==> src/inc/sps_pkg.sv <==
// Constants, types and helpers shared by the transceiver status/config block
package sps_pkg;

  // Lane layout of the status word
  localparam int NLANE  = 4;
  localparam int LFLAGS = 7;
  localparam int FLAG_W = NLANE * LFLAGS;

  // Register byte addresses
  localparam logic [31:0] STS_ADDR      = 32'h0262_0154;
  localparam logic [31:0] CFG_ADDR      = 32'h0262_0360;
  localparam logic [31:0] IRQ_STS_ADDR  = 32'h0262_0400;
  localparam logic [31:0] IRQ_MASK_ADDR = 32'h0262_0404;

  // Status word fields
  localparam int STS_LOCK_BIT  = 0;
  localparam int STS_LANE_LSB  = 1;
  localparam int STS_RSVD_LSB  = 29;
  localparam int STS_RSVD_W    = 3;

  // Flag order inside one lane, low to high
  localparam int F_RXFAIL = 0;
  localparam int F_ALIGN  = 1;
  localparam int F_LOS    = 2;
  localparam int F_OCB    = 3;
  localparam int F_UNDER  = 4;
  localparam int F_OVER   = 5;
  localparam int F_TXFAIL = 6;

  // Configuration word fields
  localparam int CFG_W         = 15;
  localparam int CFG_ON_BIT    = 0;
  localparam int CFG_MPY_LSB   = 1;
  localparam int CFG_MPY_W     = 8;
  localparam int CFG_VCO_BIT   = 9;
  localparam int CFG_SLEEP_BIT = 10;
  localparam int CFG_BW_LSB    = 11;
  localparam int CFG_BYP_LSB   = 13;
  localparam logic [1:0] BW_RSVD  = 2'h1;
  localparam logic [1:0] BYP_RSVD = 2'h1;
  localparam logic [CFG_W-1:0] CFG_RESET = 15'h0020; // Off, multiply 4x

  // Lock timing in reference clock cycles
  localparam logic [11:0] LOCK_DLY_REF  = 12'h800; // 2048
  localparam logic [11:0] LOCK_WAIT_REF = 12'h0c8; // 200

  // Interrupt status layout
  localparam int IRQ_W        = 10;
  localparam int IRQ_LOCK     = 0;
  localparam int IRQ_TMO      = 1;
  localparam int IRQ_LOS_LSB  = 2;
  localparam int IRQ_FAIL_LSB = 6;

  // PLL lock tracking states
  typedef enum logic [3:0] {
    ST_OFF    = 4'h1,
    ST_WAIT   = 4'h2,
    ST_DLY    = 4'h4,
    ST_LOCKED = 4'h8
  } sps_pll_e;

  // Samples per two PLL clocks for a lane rate code
  function automatic logic [3:0] sps_samples_x2(input logic [1:0] rate);
    case (rate)
      2'h0:    sps_samples_x2 = 4'h8;
      2'h1:    sps_samples_x2 = 4'h4;
      2'h2:    sps_samples_x2 = 4'h2;
      default: sps_samples_x2 = 4'h1;
    endcase
  endfunction : sps_samples_x2

endpackage : sps_pkg

==> src/inc/sps_flag_if.sv <==
// Carrier for synchronised lane flags and their rising edges
`timescale 1ns/100ps
interface sps_flag_if;
  import sps_pkg::*;
  logic [FLAG_W-1:0] flags;
  logic [FLAG_W-1:0] rise;
  modport src (output flags, output rise);
  modport dst (input flags, input rise);
endinterface : sps_flag_if

==> src/hdl/sps_flag_sync.sv <==
// Two-stage synchroniser and edge finder for the raw lane flags
`timescale 1ns/100ps
module sps_flag_sync
  import sps_pkg::*;
#(
  parameter int W = FLAG_W
) (
  input  wire logic         i_clk,  // Core clock
  input  wire logic         i_nrst, // Async reset, low
  input  wire logic [W-1:0] i_raw,  // Flags from the analog macro
  sps_flag_if.src           o_f     // Synchronised flags
);

  typedef struct packed {
    logic [W-1:0] s1;
    logic [W-1:0] s2;
    logic [W-1:0] s3;
  } sps_sync_s;

  sps_sync_s q;
  sps_sync_s d;

  // Refuse any width other than the lane layout width FLAG_W
  if (W != FLAG_W) begin : g_chk
    $error("flag width must match the lane layout");
  end

  // Shift chain; s1 feeds only s2
  always_comb begin
    d    = q;
    d.s1 = i_raw;
    d.s2 = q.s1;
    d.s3 = q.s2;
  end

  always_ff @(posedge i_clk or negedge i_nrst) begin
    if (!i_nrst) begin
      q <= '0;
    end else begin
      q <= d;
    end
  end

  // Levels and rising edges for the register side
  assign o_f.flags = q.s2;
  assign o_f.rise  = q.s2 & ~q.s3;

endmodule : sps_flag_sync

==> src/hdl/sps_regs.sv <==
// Transceiver PLL status and configuration register bank
//
// Chosen here: the plain strobed port.
`timescale 1ns/100ps
module sps_regs
  import sps_pkg::*;
(
  input  wire logic                 I_CORE_CLK,              // Core clock, 125 MHz
  input  wire logic                 I_NRST,                  // Async reset, low
  input  wire logic [31:0]          I_ADDR,                  // Register byte address
  input  wire logic [31:0]          I_WDATA,                 // Write data
  input  wire logic                 I_WR,                    // Write strobe
  input  wire logic                 I_RD,                    // Read strobe
  output logic      [31:0]          O_RDATA,                 // Read data, next cycle
  output logic                      O_IRQ,                   // Level interrupt
  input  wire logic                 I_REFERENCE_CLOCK_INPUT, // PLL reference clock pin
  input  wire logic                 I_PLL_LOCK_RAW,          // Raw PLL lock from macro
  input  wire logic [FLAG_W-1:0]    I_LANE_FLAGS,            // Raw lane flags
  input  wire logic [2*NLANE-1:0]   I_LANE_RATE,             // Lane rate codes
  output logic      [1:0]           O_PLL_BYPASS_SELECT,     // Clock bypass
  output logic      [1:0]           O_LOOP_BW,               // Loop bandwidth
  output logic                      O_PLL_SLEEP,             // PLL sleep
  output logic                      O_VCO_BAND_SELECT,       // VCO band, 1 low
  output logic      [CFG_MPY_W-1:0] O_PLL_MULTIPLIER_CODE,   // Multiply code
  output logic                      O_PLL_ON,                // PLL enable
  output logic      [4*NLANE-1:0]   O_SAMPLES_X2             // Samples per 2 PLL clocks
);

  // Register state of the block, apart from the lane flag synchroniser flops in u_sync
  typedef struct packed {
    logic                   lk1;
    logic                   lk2;
    logic                   rc1;
    logic                   rc2;
    logic                   rc3;
    sps_pll_e               st;
    logic [11:0]            cnt;
    logic                   tmo_done;
    logic                   lock;
    logic [CFG_W-1:0]       cfg;
    logic [IRQ_W-1:0]       ists;
    logic [IRQ_W-1:0]       imask;
    logic [31:0]            rdata;
    logic                   irq;
    logic [4*NLANE-1:0]     smp;
  } sps_top_s;

  sps_top_s           q;
  sps_top_s           d;
  logic [IRQ_W-1:0]   ev;
  logic               tick;
  logic               run;
  logic               wr_cfg;
  logic [CFG_W-1:0]   wcfg;

  sps_flag_if u_if ();

  // Lane flag synchroniser
  sps_flag_sync #(
    .W (FLAG_W)
  ) u_sync (
    .i_clk  (I_CORE_CLK),
    .i_nrst (I_NRST),
    .i_raw  (I_LANE_FLAGS),
    .o_f    (u_if)
  );

  // Status word image: reserved top, lanes, lock at bit 0
  function automatic logic [31:0] sts_word(input logic [FLAG_W-1:0] fl,
                                           input logic lk);
    sts_word                            = '0;
    sts_word[STS_LANE_LSB +: FLAG_W]    = fl;
    sts_word[STS_LOCK_BIT]              = lk;
  endfunction : sts_word

  // Next-state logic
  always_comb begin
    d      = q;
    ev     = '0;
    wcfg   = q.cfg;

    // Reference clock and lock pin synchronisers
    d.lk1  = I_PLL_LOCK_RAW;
    d.lk2  = q.lk1;
    d.rc1  = I_REFERENCE_CLOCK_INPUT;
    d.rc2  = q.rc1;
    d.rc3  = q.rc2;
    tick   = q.rc2 & ~q.rc3;

    // PLL runs while enabled and not asleep
    run    = q.cfg[CFG_ON_BIT] & ~q.cfg[CFG_SLEEP_BIT];

    // Lock tracking: wait for lock, then hold off 2048 ref edges
    case (q.st)
      ST_OFF: begin
        d.lock = 1'b0;
        if (run) begin
          d.st       = ST_WAIT;
          d.cnt      = '0;
          d.tmo_done = 1'b0;
        end
      end
      ST_WAIT: begin
        d.lock = 1'b0;
        if (!run) begin
          d.st = ST_OFF;
        end else if (q.lk2) begin
          d.st  = ST_DLY;
          d.cnt = '0;
        end else if (tick && !q.tmo_done) begin
          // Lock is due within 200 ref cycles
          if (q.cnt == LOCK_WAIT_REF - 12'h001) begin
            ev[IRQ_TMO] = 1'b1;
            d.tmo_done  = 1'b1;
          end else begin
            d.cnt = q.cnt + 12'h001;
          end
        end
      end
      ST_DLY: begin
        d.lock = 1'b0;
        if (!run) begin
          d.st = ST_OFF;
        end else if (!q.lk2) begin
          d.st  = ST_WAIT;
          d.cnt = '0;
        end else if (tick) begin
          if (q.cnt == LOCK_DLY_REF - 12'h001) begin
            d.st          = ST_LOCKED;
            d.lock        = 1'b1;
            ev[IRQ_LOCK]  = 1'b1;
          end else begin
            d.cnt = q.cnt + 12'h001;
          end
        end
      end
      ST_LOCKED: begin
        // Losing lock or power drops the flag at once
        if (!run || !q.lk2) begin
          d.lock = 1'b0;
          d.cnt  = '0;
          d.st   = run ? ST_WAIT : ST_OFF;
        end
      end
      default: begin
        d.st   = ST_OFF;
        d.lock = 1'b0;
      end
    endcase

    // Lane events: signal loss and test failure edges
    for (int i = 0; i < NLANE; i++) begin
      ev[IRQ_LOS_LSB + i]  = u_if.rise[i*LFLAGS + F_LOS];
      ev[IRQ_FAIL_LSB + i] = u_if.rise[i*LFLAGS + F_RXFAIL] |
                             u_if.rise[i*LFLAGS + F_TXFAIL];
    end

    // Configuration write; reserved field codes keep the old field
    wr_cfg = I_WR && (I_ADDR == CFG_ADDR);
    if (wr_cfg) begin
      wcfg = I_WDATA[CFG_W-1:0];
      if (I_WDATA[CFG_BW_LSB +: 2] == BW_RSVD) begin
        wcfg[CFG_BW_LSB +: 2] = q.cfg[CFG_BW_LSB +: 2];
      end
      if (I_WDATA[CFG_BYP_LSB +: 2] == BYP_RSVD) begin
        wcfg[CFG_BYP_LSB +: 2] = q.cfg[CFG_BYP_LSB +: 2];
      end
    end
    d.cfg = wcfg;

    // Mask register write
    if (I_WR && (I_ADDR == IRQ_MASK_ADDR)) begin
      d.imask = I_WDATA[IRQ_W-1:0];
    end

    // Sticky status: read clears, a new event wins
    if (I_RD && (I_ADDR == IRQ_STS_ADDR)) begin
      d.ists = ev;
    end else begin
      d.ists = q.ists | ev;
    end

    // Read decode; data stands one cycle only
    d.rdata = '0;
    if (I_RD) begin
      if (I_ADDR == STS_ADDR) begin
        d.rdata = sts_word(u_if.flags, q.lock);
      end else if (I_ADDR == CFG_ADDR) begin
        d.rdata[CFG_W-1:0] = q.cfg;
      end else if (I_ADDR == IRQ_STS_ADDR) begin
        d.rdata[IRQ_W-1:0] = q.ists;
      end else if (I_ADDR == IRQ_MASK_ADDR) begin
        d.rdata[IRQ_W-1:0] = q.imask;
      end else begin
        d.rdata = '0;
      end
    end

    // Interrupt level from unmasked sticky bits
    d.irq = |(d.ists & d.imask);

    // Per-lane sample rate; PLL clock is 2^rate/4 of line rate
    for (int i = 0; i < NLANE; i++) begin
      d.smp[4*i +: 4] = sps_samples_x2(I_LANE_RATE[2*i +: 2]);
    end
  end

  // State register
  always_ff @(posedge I_CORE_CLK or negedge I_NRST) begin
    if (!I_NRST) begin
      q       <= '0;
      q.st    <= ST_OFF;
      q.cfg   <= CFG_RESET;
    end else begin
      q <= d;
    end
  end

  // Outputs straight from flops
  assign O_RDATA               = q.rdata;
  assign O_IRQ                 = q.irq;
  assign O_PLL_BYPASS_SELECT   = q.cfg[CFG_BYP_LSB +: 2];
  assign O_LOOP_BW             = q.cfg[CFG_BW_LSB +: 2];
  assign O_PLL_SLEEP           = q.cfg[CFG_SLEEP_BIT];
  assign O_VCO_BAND_SELECT     = q.cfg[CFG_VCO_BIT];
  assign O_PLL_MULTIPLIER_CODE = q.cfg[CFG_MPY_LSB +: CFG_MPY_W];
  assign O_PLL_ON              = q.cfg[CFG_ON_BIT];
  assign O_SAMPLES_X2          = q.smp;
endmodule : sps_regs

==> config.mk <==
export PLATFORM = sky130hd
export DESIGN_NAME = sps_regs
export DESIGN_NICKNAME = d
export VERILOG_FILES = /design/src/inc/sps_pkg.sv /design/src/inc/sps_flag_if.sv /design/src/hdl/sps_flag_sync.sv /design/src/hdl/sps_regs.sv
export SDC_FILE = /design/constraint.sdc
export NUM_CORES = 1
export LEC_CHECK = 0
export ABC_CLOCK_PERIOD_IN_PS = 1960
export BUFFER_PORTS_ARGS = -buffer_cell sky130_fd_sc_hd__buf_4
export CELL_PAD_IN_SITES_DETAIL_PLACEMENT = 1
export CELL_PAD_IN_SITES_GLOBAL_PLACEMENT = 1
export CORE_ASPECT_RATIO = 0.75
export CORE_UTILIZATION = 40
export CTS_BUF_LIST = sky130_fd_sc_hd__clkbuf_2 sky130_fd_sc_hd__clkbuf_4 sky130_fd_sc_hd__clkbuf_8
export DETAILED_ROUTE_END_ITERATION = 6
export PLACE_DENSITY = 0.88
export REMOVE_ABC_BUFFERS = 1
export SLEW_MARGIN = 10
export SYNTH_ARGS = -nofsm -noshare
export SYNTH_HDL_FRONTEND = slang
export SYNTH_HIERARCHICAL = 1
export SYNTH_SLANG_ARGS = --single-unit
==> constraint.sdc <==
create_clock -name I_CORE_CLK -period 1.96 [get_ports I_CORE_CLK]
set_input_delay 0.392 -clock I_CORE_CLK [delete_from_list [all_inputs] [get_ports I_CORE_CLK]]
set_output_delay 0.392 -clock I_CORE_CLK [all_outputs]
set_load 0.01 [all_outputs]
==> impl_metrics.yaml, run 1 <==
sta:
  setup_viol: 0
  holdWs_ns: 0.0402
  period_needed_ns: 1.95
  fmax_mhz: 513
  period_share: 0.994
  timing.final.hold_violations: 0
  skew_ns: 0.0112
  slew_viol_final: 0
  grt_setup_unrepaired: "true"
critical_path:
  worst-r2r-setup-slack_ns: 0.01
  cpMaxStageDelayCell: "or4_1"
  setup.worst_path.start_class: "register"
  required_ns: 2.35
  critical-path-max-stage-delay_ns: 0.53
  cp_top_family: "simple AND/OR/NAND/NOR gates"
  cp.arrival_ns: 2.34
  cp_max_fo: 4
  r2r-start: "q[94]$_DFFE_PN0P_"
  crit_cells: 6
  worst-path-buf-inv: 0
  endpoint_kind: "register"
  rr_worst_depth: 6
  crit_type: "reg2reg"
  r2r-end: "O_IRQ$_DFF_PN0_"
  cpMostUsedCell: "nand4_1"
  path_cells: "or4_1, nor3_1, nand4_1, a22oi_2, a2111oi_4, nand4_1"
drt:
  drt_iter0_drc: 303
  routed-wl-met3_microns: 894
  wl_per_cell_microns: 19.6
  wl_met2_mm: 9.93
  viasPerCell: 5.08
  topRoutingLayerUsed: "met4"
  met1Wirelength_mm: 7.83
  antenna_left: 0
  drtPass1Iterations: 7
  via_count: 4894
  drc: 0
  wl_mm: 18.9
pwr:
  total_power_mw: 6.68
  max-vdd-ir-drop_uv: 437
  p_leak_nw: 4.33
  p_per_area_mw_per_mm2: 722
logic_synthesis:
  syn_area_sq_mm: 0.00727
  yosysWarningCount: 6
  syn_inst: 576
  avgSynthCellArea_sq_um: 12.6
floorplanning:
  fp.coreArea_sq_mm: 0.0177
  die-area_sq_mm: 0.0187
  die_x_microns: 158
  die_h_microns: 119
  pin_count: 170
  start_util: 0.411
  row_count: 42
clock_network:
  clock_latency_ns: 0.46
  cts.htree.levels: 4
  cts_tree: "built"
  clock-sinks: 172
  cts_buffers: 17
  clk_pin_slew_worst_paths_ns: 0.09
  clockBufferDepth: 2
  cts-root-buf: "clkbuf_8"
cells_and_area:
  final_cell_mix: "buf_4 (191), dfrtp_1 (167), nor2b_1 (33), nor2_1 (25), nand2_1 (20)"
  final_common_cell: "buf_4"
  fillers: 1860
  diodes: 0
  drive_gt1_frac: 0.449
  nets: 815
  syn_to_final_growth_pct: 27.2
  utilization: 0.522
placed_design:
  place_congestion: 0.796
  place_hpwl_mm: 13.4
  portBuffers: 149
hold_path:
  worstHoldPathType: "in2reg"
  min_from: "I_LANE_FLAGS[3]"
  min_path_cells: 1
  hold_path_end: "u_sync/d[31]$_DFF_PN0_"
global_route:
  grt_pass1_wl_mm: 29.3
  grtUsageTotal: 0.209
  antenna_found_initial: 0
  grt_pass1_vias: 5445
  grt_max_degree: 46
  gr-total-overflow: 0
flow_run:
  cap_violations: 0
outcome:
  status: "complete, no violations"
==> stage by stage <==
stage               instance area [sq um]  TNS, ns  worst slack [ns]  instances
floorplan                            6530   -11.11            -0.483        471
global placement                     8410   -11.16            -0.573        916
detailed placement                   8410   -16.19            -0.562        916
CTS                                  8920        0           0.00678        950
global route                         9250   -0.357           -0.0562        963
finish                               9250        0            0.0115        963
==> sequential cells by signal, summed over array words and instances (netlist names) <==
| name | count |
|---|---|
| O_IRQ | 1 |
| O_LOOP_BW | 2 |
| O_PLL_BYPASS_SELECT | 2 |
| O_PLL_MULTIPLIER_CODE | 8 |
| O_PLL_ON | 1 |
| O_PLL_SLEEP | 1 |
| O_RDATA | 29 |
| O_SAMPLES_X2 | 16 |
| O_VCO_BAND_SELECT | 1 |
| d | 3 |
| q | 40 |
| u_sync/d | 28 |
| u_sync/o_f.flags | 28 |
| u_sync/q | 12 |
==> where the power goes <==
group | switching, mW | total [mW] | internal [mW]
Clock | 1.44 | 2.56 | 1.12
Sequential | 0.0470 | 3.69 | 3.64
Combinational | 0.201 | 0.433 | 0.232
Total | 1.69 | 6.68 | 4.99
==> cell type report <==
| cell class | instances | area (sq um) | share of cell area |
|---|---|---|---|
| Sequential cell | 172 | 4310 | 0.466 |
| Inverter | 5 | 18.8 | 0.00203 |
| Tap cell | 242 | 303 | 0.0327 |
| Timing Repair Buffer | 217 | 1750 | 0.189 |
| Multi-Input combinational cell | 295 | 2450 | 0.265 |
| Clock inverter | 14 | 175 | 0.0189 |
| Clock buffer | 18 | 248 | 0.0268 |
==> worst max-delay path by stage <==
stage | start | end | slack, ns
floorplan | I_ADDR[18] | O_IRQ$_DFF_PN0_ | -0.48
global placement | I_ADDR[1] | O_IRQ$_DFF_PN0_ | -0.57
detailed placement | I_ADDR[1] | O_IRQ$_DFF_PN0_ | -0.56
CTS | I_ADDR[26] | O_IRQ$_DFF_PN0_ | 0.007
global route | O_PLL_SLEEP$_DFFE_PN0P_ | q[94]$_DFFE_PN0P_ | -0.06
finish | q[94]$_DFFE_PN0P_ | O_IRQ$_DFF_PN0_ | 0.01
==> per-layer routing <==
metal / global-route usage / up-vias
met4: 0.0589 / 0
met2: 0.350 / 147
met3: 0.0532 / 13
met5: 0 / -
met1: 0.267 / 2525
li1: - / 2209
==> repair_timing <==
action,CTS,global route
hold buffers,1,11
setup endpoints to repair,16,22
gates resized for setup,18,44
cloned,1,1
pin swaps,2,15
setup buffers,0,1
hold endpoints to repair,39,11
Note: power is estimated with default switching activity, not from simulation.
==> inputs of run 2 (changes only) <==
- CELL_PAD_IN_SITES_GLOBAL_PLACEMENT: 1 -> 2
- CORE_UTILIZATION: 40 -> 34
- PLACE_DENSITY: 0.88 -> 0.89
==> impl_metrics.yaml, run 2 (synthesis gave the netlist of run 1 again) <==
pwr:
  p_int_mw: 4.84
  max-vdd-ir-drop_uv: 443
  p_comb_frac: 0.070
  p_per_area_mw_per_mm2: 693
  p_leak_nw: 4.41
  clock_power_share: 0.367
  switching_share: 0.259
  seqPwrFrac: 0.564
  netSwitchingPower_mw: 1.69
clock_network:
  clk_pin_slew_worst_paths_ns: 0.10
  cts.htree.levels: 4
  cts_tree: "built"
  clock-sinks: 172
  cts-root-buf: "clkbuf_8"
  clockBufferDepth: 2
  cts_buffers: 17
  clock_latency_ns: 0.47
critical_path:
  cp.arrival_ns: 2.38
  path_cells: "ha_2, nand3b_1, nor3_4, o31a_2, or3_4, o31ai_2"
  worst-path-buf-inv: 0
  cp_top_family: "simple AND/OR/NAND/NOR gates"
  crit_type: "reg2reg"
  cp_max_fo: 6
  r2r-start: "q[86]$_DFFE_PN0P_"
  critical-path-max-stage-delay_ns: 0.47
  rr_worst_depth: 6
  r2r-end: "q[94]$_DFFE_PN0P_"
  cpMaxStageDelayCell: "or3_4"
  setup.worst_path.start_class: "register"
  endpoint_kind: "register"
  worst-r2r-setup-slack_ns: -0.04
  required_ns: 2.34
  crit_cells: 6
cells_and_area:
  largest_reg_flops: 40
  syn_to_final_growth_pct: 29.6
  largest-register: "q"
  final_cell_mix: "buf_4 (209), dfrtp_1 (170), nor2b_1 (33), nor2_1 (25), dlygate4sd3_1 (23)"
  fin_cells: 1028
  drive_gt1_frac: 0.446
  diodes: 0
  fin_area_sq_mm: 0.00943
  nets: 840
  final_common_cell: "buf_4"
sta:
  timing.final.hold_violations: 0
  fmax_mhz: 500
  grt_setup_unrepaired: "true"
  slew_viol_final: 0
  skew_ns: 0.0149
  holdWs_ns: 0.0333
  period_needed_ns: 2.00
  fin_ws_ns: -0.0409
  setup_viol: 7
  period_share: 1.02
floorplanning:
  fp.coreArea_sq_mm: 0.0206
  start_util: 0.353
  die_x_microns: 171
  pin_count: 170
  die-area_sq_mm: 0.0220
  row_count: 45
  die_h_microns: 129
drt:
  drtPass1Iterations: 5
  wl_per_cell_microns: 18.6
  drc: 0
  viasPerCell: 4.86
  wl_mm: 19.2
  antenna_left: 0
  drt_iter0_drc: 272
  via_count: 4995
global_route:
  gr-total-overflow: 0
  antenna_found_initial: 0
  grt_pass1_wl_mm: 29.6
  grt_max_degree: 62
  grt_pass1_vias: 5562
  grtUsageTotal: 0.179
placed_design:
  place_congestion: 0.847
  place_inst: 965
  place_hpwl_mm: 13.8
  portBuffers: 149
  place_area_sq_mm: 0.00854
hold_path:
  min_path_cells: 1
  min_from: "I_LANE_FLAGS[10]"
  hold_path_end: "u_sync/d[38]$_DFF_PN0_"
  worstHoldPathType: "in2reg"
outcome:
  violations: "setup timing"
  status: "finished, violations left"
flow_run:
  cap_violations: 0
[run 2: changes by cell type in the layout (fill, tap and decap cells not counted), sizes merged]
cell         before  now
buf             205  219
dlygate4sd3      12   23
clkinvlp          1    4
bufinv            1    0
clkinv            6    5
inv              11   10
[run 2: area by class of cell]
cell class / count / area (sq um)
Multi-Input combinational cell: 295 / 2410
Fill cell: 2210 / 11200
Clock buffer: 18 / 248
Tap cell: 282 / 353
Timing Repair Buffer: 242 / 1960
Inverter: 5 / 18.8
Clock inverter: 14 / 134
Sequential cell: 172 / 4310
[run 2: worst register-to-register path, stage by stage (launching register included)]
cell and delay, ns:
dfrtp_1 0.41, ha_2 0.22, nand3b_1 0.18, nor3_4 0.06
o31a_2 0.34, or3_4 0.47, o31ai_2 0.24
[run 2: timing repair]
action,in CTS,in global routing
cloned,0,2
pin swaps,4,12
setup buffers,2,4
hold buffers,22,1
gates resized for setup,15,30
setup endpoints to repair,16,26
hold endpoints to repair,47,1
[run 2: power groups by stage]
stage,logic (mW),clock network (mW),registers [mW]
2_1_floorplan,0.0816,0,3.75
3_5_place_dp,0.417,0,3.76
3_3_place_gp,0.403,0,3.75
4_1_cts,0.455,2.47,3.69
5_1_grt,0.495,2.60,3.70
6_report,0.454,2.40,3.68
[run 2: how the worst max path moves through the flow]
| stage | startpoint | end | slack, ns |
|---|---|---|---|
| final | q[86]$_DFFE_PN0P_ | q[94]$_DFFE_PN0P_ | -0.04 |
| after CTS | q[86]$_DFFE_PN0P_ | q[91]$_DFFE_PN0P_ | -0.03 |
| after global routing | q[86]$_DFFE_PN0P_ | q[87]$_DFFE_PN0P_ | -0.11 |
| after global placement | I_ADDR[1] | O_IRQ$_DFF_PN0_ | -0.52 |
| after floorplan | I_ADDR[18] | O_IRQ$_DFF_PN0_ | -0.48 |
| after detailed placement | I_ADDR[3] | O_IRQ$_DFF_PN0_ | -0.58 |
[run 2: through the flow]
stage               worst slack, ns   util  TNS, ns  power (mW)
global route                 -0.108  0.457    -1.09        6.79
CTS                         -0.0281  0.448  -0.0609        6.61
floorplan                    -0.483      -   -11.11        3.83
global placement             -0.519  0.414   -13.36        4.15
detailed placement           -0.580  0.414   -17.49        4.17
finish                      -0.0409  0.457   -0.174        6.53
[run 2: metal layers]
metal | track usage | share of wire | vias to the layer above
li1 | - | - | 2260
met5 | 0 | 0 | -
met3 | 0.0375 | 0.049 | 20
met2 | 0.291 | 0.48 | 151
met1 | 0.235 | 0.45 | 2564
met4 | 0.0730 | 0.014 | 0
==> inputs of run 3 (changes only) <==
- SKIP_LAST_GASP: unset -> 1
==> impl_metrics.yaml, run 3 (synthesis gave the netlist of run 1 again) <==
cells_and_area:
  diodes: 0
  final_common_cell: "buf_4"
  fin_cells: 1028
  fin_area_sq_mm: 0.00943
  largest-register: "q"
  utilization: 0.457
  largest_reg_flops: 40
  nets: 840
  final_cell_mix: "buf_4 (209), dfrtp_1 (170), nor2b_1 (33), nor2_1 (25), dlygate4sd3_1 (23)"
  syn_to_final_growth_pct: 29.6
  drive_gt1_frac: 0.446
critical_path:
  endpoint: "q[94]$_DFFE_PN0P_"
  setup.worst_path.start_class: "register"
  r2r-start: "q[86]$_DFFE_PN0P_"
  crit_start: "q[86]$_DFFE_PN0P_"
  required_ns: 2.34
  endpoint_kind: "register"
  crit_type: "reg2reg"
  critical-path-max-stage-delay_ns: 0.47
  path_cells: "ha_2, nand3b_1, nor3_4, o31a_2, or3_4, o31ai_2"
  cpMaxStageDelayCell: "or3_4"
  r2r-end: "q[94]$_DFFE_PN0P_"
  cp_max_fo: 6
  cp.arrival_ns: 2.38
  rr_worst_depth: 6
  worst-r2r-setup-slack_ns: -0.04
placed_design:
  place_inst: 965
  place_hpwl_mm: 13.8
  place_congestion: 0.847
  portBuffers: 149
  place_area_sq_mm: 0.00854
  dp_slack_ns: -0.580
floorplanning:
  row_count: 45
  start_util: 0.353
  die_x_microns: 171
  fp.coreArea_sq_mm: 0.0206
  pin_count: 170
  die-area_sq_mm: 0.0220
  die_h_microns: 129
global_route:
  grt_max_degree: 62
  grtUsageTotal: 0.178
  gr-total-overflow: 0
  grt_pass1_vias: 5542
  grt_pass1_wl_mm: 29.5
  antenna_found_initial: 0
clock_network:
  cts.htree.levels: 4
  cts-root-buf: "clkbuf_8"
  clockBufferDepth: 2
  cts_tree: "built"
  clock-sinks: 172
  clock_latency_ns: 0.47
  clk_pin_slew_worst_paths_ns: 0.10
  cts_buffers: 17
sta:
  slew_viol_final: 0
  timing.final.hold_violations: 0
  skew_ns: 0.0142
  period_needed_ns: 2.00
  tns_ns: -0.162
  setup_viol: 5
  fin_ws_ns: -0.0420
  period_share: 1.02
  fmax_mhz: 499
  grt_setup_unrepaired: "true"
  holdWs_ns: 0.0323
outcome:
  status: "finished, violations left"
  violations: "setup timing"
drt:
  antenna_left: 0
  drt_iter0_drc: 265
  via_count: 4974
  drc: 0
  viasPerCell: 4.84
  drtPass1Iterations: 5
  wl_per_cell_microns: 18.6
  wl_mm: 19.2
flow_run:
  cap_violations: 0
pwr:
  p_int_mw: 4.84
  netSwitchingPower_mw: 1.69
  clock_power_share: 0.366
  p_leak_nw: 4.41
  seqPwrFrac: 0.564
  p_per_area_mw_per_mm2: 693
  switching_share: 0.259
  total_power_mw: 6.53
  p_comb_frac: 0.070
  max-vdd-ir-drop_uv: 445
hold_path:
  min_path_cells: 1
  min_from: "I_LANE_FLAGS[10]"
  worstHoldPathType: "in2reg"
[run 3: power groups by stage]
stage	logic [mW]	clock network, mW	registers, mW
3_5_place_dp	0.417	0	3.76
5_1_grt	0.495	2.60	3.70
3_3_place_gp	0.403	0	3.75
6_report	0.454	2.39	3.68
2_1_floorplan	0.0816	0	3.75
4_1_cts	0.455	2.47	3.69
[run 3: how the worst min path moves through the flow]
stage / end / slack [ns]
finish: u_sync/d[38]$_DFF_PN0_ / 0.03
global route: d[103]$_DFF_PN0_ / 0.001
CTS: u_sync/d[35]$_DFF_PN0_ / 0.002
detailed placement: d[103]$_DFF_PN0_ / 0.30
global placement: d[103]$_DFF_PN0_ / 0.29
floorplan: O_IRQ$_DFF_PN0_ / 0.1
[run 3: worst max-delay path, delay by kind of cell, from the launching register on]
family	cells	cell delay (ns)
fa+ha+maj	1	0.22
flops	1	0.41
compound gates	2	0.58
simple gates	3	0.71
[run 3: routing by layer]
metal  wire, microns  up-vias  GRT usage
met2            9220      144      0.289
met1            8760     2549      0.234
met5               0        -          0
met4             281        0     0.0730
li1                -     2260          -
met3             894       21     0.0375
[run 3: cell type report]
class                           instances  area [sq um]
Tap cell                              282           353
Clock buffer                           18           248
Inverter                                5          18.8
Sequential cell                       172          4310
Multi-Input combinational cell        295          2410
Fill cell                            2212         11200
Timing Repair Buffer                  242          1960
Clock inverter                         14           134
[run 3: repair_timing]
| item | 4_1_cts | 5_1_grt |
|---|---|---|
| hold buffers | 22 | 1 |
| hold endpoints to repair | 47 | 1 |
| buffers inserted | 2 | 4 |
| gates cloned | 0 | 2 |
| pin swaps | 4 | 12 |
| gates resized for setup | 12 | 33 |
| setup endpoints to repair | 16 | 26 |
